`config.mk`:
```
export PLATFORM = sky130hd
export DESIGN_NAME = peir_device_flat
export DESIGN_NICKNAME = d
export VERILOG_FILES = /design/src/peir_pkg.sv /design/src/peir_if.sv /design/src/peir_device.sv /design/src/flat_wrapper.sv
export VERILOG_INCLUDE_DIRS = /design/src
export SDC_FILE = /design/constraint.sdc
export NUM_CORES = 1
export LEC_CHECK = 0
export BUFFER_PORTS_ARGS = -buffer_cell sky130_fd_sc_hd__buf_4
export CAP_MARGIN = 10
export CORE_MARGIN = 2
export CORE_UTILIZATION = 53
export DETAILED_ROUTE_END_ITERATION = 10
export PLACE_DENSITY_LB_ADDON = 0.05
export SLEW_MARGIN = 20
export SYNTH_ARGS = -nofsm -noshare
export SYNTH_HDL_FRONTEND = slang
export SYNTH_SLANG_ARGS = --single-unit
```
`constraint.sdc`:
```
create_clock -name clk_i -period 3.77 [get_ports clk_i]
set_input_delay 0.1885 -clock clk_i [delete_from_list [all_inputs] [get_ports clk_i]]
set_output_delay 0.1885 -clock clk_i [all_outputs]
set_load 0.005 [all_outputs]
```
`src/peir_params.svh`:
```
// constants for the endpoint interrupt request block
`ifndef PEIR_PARAMS_SVH
`define PEIR_PARAMS_SVH
`define PEIR_SEND_CYCLES 4
`define PEIR_INTA_CODE 8'h00
`define PEIR_SEL_ASSERT 1'b0
`define PEIR_SEL_DEASSERT 1'b1
`define PEIR_MME_MAX 3'h5
`define PEIR_MSGNUM_W 5
`define PEIR_REG_CTRL 4'h0
`define PEIR_REG_MSGDATA 4'h1
`define PEIR_REG_STAT 4'h2
`define PEIR_REG_MASK 4'h3
`define PEIR_REG_LAST 4'h4
`define PEIR_REG_STATE 4'h5
`define PEIR_REG_MSGNUM 4'h6
`define PEIR_REG_REQ 4'h7
`endif

```
`src/peir_pkg.sv`:
```
// types shared by both ends of the interrupt request link
package peir_pkg;
  typedef enum logic [1:0] {
    PEIR_MSG_INTX = 2'h0,
    PEIR_MSG_MSI = 2'h1,
    PEIR_MSG_MSIX = 2'h2
  } peir_msg_type;
  typedef enum logic [2:0] {
    PEIR_DEV_IDLE = 3'b001,
    PEIR_DEV_SEND = 3'b010,
    PEIR_DEV_GRANT = 3'b100
  } peir_dev_state_type;
  typedef enum logic [2:0] {
    PEIR_USR_IDLE = 3'b001,
    PEIR_USR_WAIT = 3'b010,
    PEIR_USR_DONE = 3'b100
  } peir_usr_state_type;
endpackage

```
`src/peir_if.sv`:
```
// interrupt request link between user logic and the endpoint
`timescale 1ns/100ps
`default_nettype none
interface peir_if;
  logic irq_req;
  logic irq_grant;
  logic irq_deassert_sel;
  logic [7:0] irq_vector_in;
  logic [7:0] irq_msg_data_lo;
  logic [2:0] irq_mm_enable;
  logic irq_msi_en;
  logic irq_msix_en;
  logic irq_msix_fmask;
  logic [4:0] irq_msg_num;
  logic irq_status_in;
  modport dev (
    input irq_req, irq_deassert_sel, irq_vector_in, irq_msg_num, irq_status_in,
    output irq_grant, irq_msg_data_lo, irq_mm_enable, irq_msi_en, irq_msix_en,
    output irq_msix_fmask
  );
  modport usr (
    output irq_req, irq_deassert_sel, irq_vector_in, irq_msg_num, irq_status_in,
    input irq_grant, irq_msg_data_lo, irq_mm_enable, irq_msi_en, irq_msix_en,
    input irq_msix_fmask
  );
endinterface
`default_nettype wire

```
`src/peir_device.sv`:
```
// endpoint end: grants interrupt requests and emits message strobes
//
// The register addresses and strobed register access are this design's own decisions.
`timescale 1ns/100ps
`default_nettype none
`include "peir_params.svh"
// Summary of operation
// - request causes message of selected type
// - user holds request until grant
// - grant with request means message sent
// - select 0 asserts, 1 deasserts INTx
// - vector in low bits per MME
// - legacy supports INTA only, code 00h
// - output low byte of MSI data
// - output MME field, 000b to 101b
// - output MSI enabled flag
// - output MSI-X enabled flag
// - output MSI-X function mask
// - message number loaded from user input
// - user corrects invalid message number
// - status bit follows input when auto off
module peir_device
  import peir_pkg::*;
#(
  parameter int SEND_CYCLES = `PEIR_SEND_CYCLES
) (
  input wire logic clk_i,
  input wire logic reset_i,
  peir_if.dev link,
  // host-side configuration, as written into config space
  input wire logic [2:0] cfg_mm_enable_i,
  input wire logic cfg_msi_en_i,
  input wire logic cfg_msix_en_i,
  input wire logic cfg_msix_fmask_i,
  input wire logic [15:0] cfg_msi_data_i,
  input wire logic auto_status_en_i,
  // transmitted message report
  output logic msg_valid_o,
  output peir_msg_type msg_type_o,
  output logic msg_deassert_o,
  output logic [7:0] msg_data_o,
  output logic [4:0] cap_msg_num_o,
  output logic int_status_o
);
  // ==========================================================
  // state and constants
  typedef struct packed {
    peir_dev_state_type state;
    logic [7:0] count;
    logic msg_valid;
    peir_msg_type msg_type;
    logic msg_deassert;
    logic [7:0] msg_data;
    logic [4:0] msg_num;
    logic int_status;
    logic [7:0] data_lo;
    logic [2:0] mme;
    logic msi_en;
    logic msix_en;
    logic fmask;
  } peir_dev_type;

  // a zero count would wrap the down-counter, keep SEND_CYCLES at one or more
  localparam logic [7:0] SEND_LOAD = 8'(SEND_CYCLES - 1);

  // every field written out so a new field cannot slip past reset
  localparam peir_dev_type DEV_RESET = '{
    state: PEIR_DEV_IDLE,
    count: '0,
    msg_valid: '0,
    msg_type: PEIR_MSG_INTX,
    msg_deassert: '0,
    msg_data: '0,
    msg_num: '0,
    int_status: '0,
    data_lo: '0,
    mme: '0,
    msi_en: '0,
    msix_en: '0,
    fmask: '0
  };

  peir_dev_type r;
  peir_dev_type next_r;

  // ==========================================================
  // message building
  // merge vector bits into message data per multiple message enable
  function automatic logic [7:0] peir_merge(input logic [7:0] base, input logic [7:0] vec,
                                            input logic [2:0] mme);
    logic [7:0] m;
    m = 8'h00;
    if (mme <= `PEIR_MME_MAX) begin
      m = 8'((9'h001 << mme) - 9'h001);
    end
    return (base & ~m) | (vec & m);
  endfunction

  typedef struct packed {
    peir_msg_type kind;
    logic deassert;
    logic [7:0] data;
  } peir_msg_rec_type;

  peir_msg_rec_type msg;

  // contents fixed from the enables held in the last send cycle; msi-x outranks msi
  function automatic peir_msg_rec_type peir_build_msg(input logic msix_en,
                                                      input logic msi_en,
                                                      input logic [7:0] data_lo,
                                                      input logic [2:0] mme,
                                                      input logic [7:0] vec,
                                                      input logic sel);
    peir_msg_rec_type m;
    m.kind = PEIR_MSG_INTX;
    m.deassert = 1'b0;
    m.data = `PEIR_INTA_CODE;
    if (msix_en) begin
      m.kind = PEIR_MSG_MSIX;
      m.data = vec;
    end else if (msi_en) begin
      m.kind = PEIR_MSG_MSI;
      m.data = peir_merge(data_lo, vec, mme);
    end else begin
      m.deassert = (sel == `PEIR_SEL_DEASSERT);
    end
    return m;
  endfunction

  // legacy assert raises the status bit, deassert drops it; msi leaves it alone
  function automatic logic peir_auto_status(input logic cur, input peir_msg_type kind,
                                            input logic sel);
    logic s;
    s = cur;
    if (kind == PEIR_MSG_INTX) begin
      s = (sel == `PEIR_SEL_ASSERT);
    end
    return s;
  endfunction

  // ==========================================================
  // next state
  always_comb begin
    next_r = r;
    msg = peir_build_msg(r.msix_en, r.msi_en, r.data_lo, r.mme, link.irq_vector_in,
                         link.irq_deassert_sel);
    next_r.msg_valid = 1'b0;
    next_r.data_lo = cfg_msi_data_i[7:0];
    next_r.mme = cfg_mm_enable_i;
    next_r.msi_en = cfg_msi_en_i;
    next_r.msix_en = cfg_msix_en_i;
    next_r.fmask = cfg_msix_fmask_i;
    next_r.msg_num = link.irq_msg_num;
    if (!auto_status_en_i) begin
      next_r.int_status = link.irq_status_in;
    end
    case (r.state)
      PEIR_DEV_IDLE: begin
        if (link.irq_req) begin
          next_r.state = PEIR_DEV_SEND;
          next_r.count = SEND_LOAD;
        end
      end
      PEIR_DEV_SEND: begin
        // request inputs sampled stable while the message is serialised
        if (r.count == 8'h00) begin
          next_r.state = PEIR_DEV_GRANT;
          next_r.msg_valid = 1'b1;
          next_r.msg_type = msg.kind;
          next_r.msg_deassert = msg.deassert;
          next_r.msg_data = msg.data;
          if (auto_status_en_i) begin
            next_r.int_status = peir_auto_status(r.int_status, msg.kind, link.irq_deassert_sel);
          end
        end else begin
          next_r.count = r.count - 8'h01;
        end
      end
      PEIR_DEV_GRANT: begin
        next_r.state = PEIR_DEV_IDLE;
      end
      default: begin
        next_r.state = PEIR_DEV_IDLE;
      end
    endcase
  end

  // ==========================================================
  // registers
  always_ff @(posedge clk_i) begin
    if (reset_i) begin
      r <= DEV_RESET;
    end else begin
      r <= next_r;
    end
  end

  // ==========================================================
  // outputs
  // grant only while the request is still held, one cycle
  assign link.irq_grant = (r.state == PEIR_DEV_GRANT) && link.irq_req;
  assign link.irq_msg_data_lo = r.data_lo;
  assign link.irq_mm_enable = r.mme;
  assign link.irq_msi_en = r.msi_en;
  assign link.irq_msix_en = r.msix_en;
  assign link.irq_msix_fmask = r.fmask;
  assign msg_valid_o = r.msg_valid;
  assign msg_type_o = r.msg_type;
  assign msg_deassert_o = r.msg_deassert;
  assign msg_data_o = r.msg_data;
  assign cap_msg_num_o = r.msg_num;
  assign int_status_o = r.int_status;
endmodule
`default_nettype wire

```
`src/flat_wrapper.sv`:
```
// flat-port wrapper written by rule: the top's interface ports become plain ports
module peir_device_flat import peir_pkg::*;
#(
  parameter int SEND_CYCLES = `PEIR_SEND_CYCLES
)
  (clk_i, reset_i, cfg_mm_enable_i, cfg_msi_en_i, cfg_msix_en_i, cfg_msix_fmask_i, cfg_msi_data_i, auto_status_en_i, msg_valid_o, msg_type_o, msg_deassert_o, msg_data_o, cap_msg_num_o, int_status_o, link_irq_req, link_irq_deassert_sel, link_irq_vector_in, link_irq_msg_num, link_irq_status_in, link_irq_grant, link_irq_msg_data_lo, link_irq_mm_enable, link_irq_msi_en, link_irq_msix_en, link_irq_msix_fmask);
  peir_if link_i ();
  input wire logic clk_i;
  input wire logic reset_i;
  input wire logic [2:0] cfg_mm_enable_i;
  input wire logic cfg_msi_en_i;
  input wire logic cfg_msix_en_i;
  input wire logic cfg_msix_fmask_i;
  input wire logic [15:0] cfg_msi_data_i;
  input wire logic auto_status_en_i;
  output logic msg_valid_o;
  output peir_msg_type msg_type_o;
  output logic msg_deassert_o;
  output logic [7:0] msg_data_o;
  output logic [4:0] cap_msg_num_o;
  output logic int_status_o;
  input wire logic [$bits(link_i.irq_req)-1:0] link_irq_req;
  input wire logic [$bits(link_i.irq_deassert_sel)-1:0] link_irq_deassert_sel;
  input wire logic [$bits(link_i.irq_vector_in)-1:0] link_irq_vector_in;
  input wire logic [$bits(link_i.irq_msg_num)-1:0] link_irq_msg_num;
  input wire logic [$bits(link_i.irq_status_in)-1:0] link_irq_status_in;
  output wire logic [$bits(link_i.irq_grant)-1:0] link_irq_grant;
  output wire logic [$bits(link_i.irq_msg_data_lo)-1:0] link_irq_msg_data_lo;
  output wire logic [$bits(link_i.irq_mm_enable)-1:0] link_irq_mm_enable;
  output wire logic [$bits(link_i.irq_msi_en)-1:0] link_irq_msi_en;
  output wire logic [$bits(link_i.irq_msix_en)-1:0] link_irq_msix_en;
  output wire logic [$bits(link_i.irq_msix_fmask)-1:0] link_irq_msix_fmask;
  assign link_i.irq_req = link_irq_req;
  assign link_i.irq_deassert_sel = link_irq_deassert_sel;
  assign link_i.irq_vector_in = link_irq_vector_in;
  assign link_i.irq_msg_num = link_irq_msg_num;
  assign link_i.irq_status_in = link_irq_status_in;
  assign link_irq_grant = link_i.irq_grant;
  assign link_irq_msg_data_lo = link_i.irq_msg_data_lo;
  assign link_irq_mm_enable = link_i.irq_mm_enable;
  assign link_irq_msi_en = link_i.irq_msi_en;
  assign link_irq_msix_en = link_i.irq_msix_en;
  assign link_irq_msix_fmask = link_i.irq_msix_fmask;
  peir_device #(.SEND_CYCLES(SEND_CYCLES)) u_core (.clk_i(clk_i), .reset_i(reset_i), .link(link_i), .cfg_mm_enable_i(cfg_mm_enable_i), .cfg_msi_en_i(cfg_msi_en_i), .cfg_msix_en_i(cfg_msix_en_i), .cfg_msix_fmask_i(cfg_msix_fmask_i), .cfg_msi_data_i(cfg_msi_data_i), .auto_status_en_i(auto_status_en_i), .msg_valid_o(msg_valid_o), .msg_type_o(msg_type_o), .msg_deassert_o(msg_deassert_o), .msg_data_o(msg_data_o), .cap_msg_num_o(cap_msg_num_o), .int_status_o(int_status_o));
endmodule
```
==> key figures <==
Run status
  – Status: finished, final reports clean

Worst setup path
  – CP Cell Sequence: nor4_2 -> and3_1 -> a21oi_1 -> o31ai_1
  – Critical Path AT: approximately 2.4 ns
  – Top delay family on crit path: simple AND/OR/NAND/NOR gates
  – Crit start category: flop
  – Setup Crit Path Kind: flop to flop
  – Buffers & Inverters on Critical Path: 0
  – Setup crit end kind: flop
  – Slowest-stage cell, CP: and3_1
  – Required @ worst endpoint: approximately 4.0 ns
  – Crit-path max FO: 24
  – Slowest Stage Delay on Critical Path: 0.77 ns

Clocking
  – TritonCTS Buffers: 5
  – H-tree depth: 2
  – CTS tree: done
  – Worst-path clk slew: 0.08 ns
  – Clock Path Buffers: 2
  – Hold bufs inserted after CTS: 0
  – CTS Root Cell: clkbuf_8
  – CTS sink count: 43
  – # resized after CTS: 0
  – Clk_lat worst skew: 0.29 ns
  – Setup bufs post-CTS: 0

Synth
  – Post-synth top area share: 42.03%
  – Sequential share of the synthesized area: 42.03%
  – Mapped Avg Cell Area: approximately 9 um^2
  – Distinct cells, synth: 49
  – Dominant cells by area after synthesis: dfxtp_1 (42%), buf_4 (9.5%), nor2b_1 (7.6%), nor2_1 (2.9%), nand2_1 (2.2%)
  – Yosys warns: 0
  – Number of synthesized flops with an enable pin: 0
  – Syn Nets: between 200 and 300
  – Top-count cell post-synth: dfxtp_1
  – Async SR Flop Fraction: 0%
  – Main synth FF type: dfxtp_1
  – Post-Syn Instances: 226
  – Yosys reg bits: 43
  – Synth cell count leaders: dfxtp_1 (43), buf_4 (26), nor2b_1 (25), nor2_1 (16), nand2_1 (12)
  – Synth area leader: dfxtp_1
  – Cell Area, Synth: 2048 um^2

Global routing
  – Gr ovfl total: 0
  – First-pass GRT wire length: between 6000 and 7000 um
  – Initial antenna violation count: 0
  – GRT Util Overall: about a fifth
  – Largest net degree at the start of global routing: 41
  – Vias in the first global route: 1470

Routing
  – Met1 Wirelength: 1830 um
  – Avg Vias per Cell: roughly 5.3
  – Met2 routed WL: 1726 um
  – Via Count: around 1600
  – WL final: 3892 um
  – Routed wl met3: 317 um
  – DRC Markers: 0
  – DR pass1 iterations: 4
  – Routed len/inst: 12.64 um
  – Remaining antenna violation count: 0
  – Top sig layer: met4
  – Initial DRC Count: 81

STA
  – Setup tns final: 0 ns
  – Final hold violation count: 0
  – Worst slew pin tran: 0.7986 ns
  – Fmax: between 400 and 500 MHz
  – Final Max Slew Viols: 0
  – Minimum clock period: 2.163 ns
  – Final WS setup: 1.607 ns
  – Final Setup Violations: 0
  – Final period util: 57.36%
  – Clk_skew: 0.007104 ns
  – Max_slew headroom: 46.76%
  – Unrepaired setup endpoints after global routing: false

Power
  – Leakage power: 1.044 nW
  – Worst ir drop on vdd: 0.3965 mV
  – Pwr per Cell Area: 419.8 nW/um^2

Cells and area
  – Synth-to-Final Area Change: 19.79%
  – Inserted Diodes: 0
  – Nets: a little over 300
  – Final Non-Filler Cells: roughly 310
  – Layout cells sized above 1: 31.15%
  – Fill count: approximately 350

Floorplanning
  – Area of the die: 4378 um^2
  – Std cell rows: 22
  – Die Span X: roughly 66 um
  – Core Area: 3689 um^2
  – Height of the die: 66.17 um
  – Initial Utilization: 55.53%
  – Io pins: 74

Run
  – Max-cap violations: 0

Place
  – Place WS: 1.629 ns
  – HPWL after DPL: between 2000 and 3000 um
  – Final Wtd Congestion: a little under 0.8
  – Placed Cells incl. Taps: 300
  – I/O Buffers: 65

Worst hold path
  – Min-delay worst type: input port to flop
cell families after synthesis:
kind of cell,Yosys count,share of synthesized area [%]
flip-flops,43,42.03
AO/OA/AOI/OAI,43,15.15
buffers and inverters,44,13.38
AND/OR/NAND/NOR,86,24.19
adder cells (fa/ha/maj),3,1.833
XOR/XNOR,2,0.8554
multiplexers,5,2.566
layout by cell type (no fill, tap or decap), types with 2 or more instances in the layout:
cell | synthesis | routed
buf_4 | 26 | 65
dfxtp_1 | 43 | 43
nor2b_1 | 25 | 25
nor2_1 | 16 | 16
nand2_1 | 12 | 12
a21oi_1 | 8 | 8
nand2b_1 | 6 | 6
or3_1 | 5 | 5
inv_1 | 5 | 5
a211oi_1 | 5 | 5
clkbuf_8 | 0 | 5
o21ai_0 | 4 | 4
a22oi_1 | 4 | 4
and3_1 | 3 | 3
a311oi_1 | 3 | 3
mux2i_1 | 3 | 3
ha_1 | 3 | 3
nor4bb_1 | 2 | 2
nand3_1 | 2 | 2
nor3b_1 | 2 | 2
xnor2_1 | 2 | 2
nor3_1 | 2 | 2
mux2_2 | 2 | 2
nand3b_1 | 2 | 2
o311ai_0 | 2 | 2
or4_1 | 2 | 2
o31ai_1 | 2 | 2
a31oi_1 | 2 | 2
o21a_1 | 2 | 2
power by group:
group	switching, W	total (W)	leakage [nW]	internal, W
sequential	0.0000271	0.000506	0.354	0.000479
combinational	0.0000747	0.000170	0.632	0.0000952
clock	0.000156	0.000354	0.0581	0.000197
total	0.000258	0.00103	1.04	0.000772
final timing paths:
kind / startpoint / slack (ns) / cells after the start / endpoint
max: u_core.r[34] / 1.61 / 4 / u_core.int_status_o
min: link_irq_status_in / 0.10 / 3 / u_core.int_status_o
max reg2reg: u_core.r[34] / 1.61 / 4 / u_core.int_status_o
min reg2reg: u_core.msg_deassert_o / 0.47 / 2 / u_core.msg_deassert_o
routing by layer:
layer | track usage (%) | vias up
met1 | 23.27 | 738
met5 | 0 | -
met3 | 7.496 | 2
met2 | 30.50 | 54
met4 | 4.592 | 0
li1 | - | 830
registers in the layout, summed over array words and instances, names as in the netlist, 2 cells and up:
register / count
u_core.r: 11
u_core.link.irq_msg_data_lo: 8
u_core.link.irq_mm_enable: 3
u_core.msg_data_o: 8
u_core.cap_msg_num_o: 5
u_core.msg_type_o: 2
through the flow:
| stage | total power [W] | utilization, % | hold slack [ns] | area, um^2 |
|---|---|---|---|---|
| after floorplan | 0.0006331 | - | 0.2970 | 2048 |
| after global placement | 0.0006813 | 63.47 | 0.3888 | 2341 |
| after detailed placement | 0.0006855 | 63.47 | 0.4029 | 2341 |
| after CTS | 0.001038 | 66.52 | 0.09983 | 2454 |
| after global routing | 0.001086 | 66.52 | 0.09758 | 2454 |
| final | 0.001030 | 66.52 | 0.1010 | 2454 |
worst reg2reg max path, stage by stage, from the launching register on:
cell and delay [ns]:
dfxtp_1 0.39, nor4_2 0.52, and3_1 0.77, a21oi_1 0.15, o31ai_1 0.26
layout make-up:
| class | instances | area, um^2 | share of cell area (%) |
|---|---|---|---|
| Clock buffer | 5 | 68.82 | 2.805 |
| Multi-Input combinational cell | 139 | 913.4 | 37.23 |
| Tap cell | 48 | 60.06 | 2.448 |
| Clock inverter | 3 | 43.79 | 1.785 |
| Sequential cell | 43 | 860.8 | 35.08 |
| Timing Repair Buffer | 65 | 488.0 | 19.89 |
| Inverter | 5 | 18.77 | 0.7649 |
(Power assumes the default switching activity.)
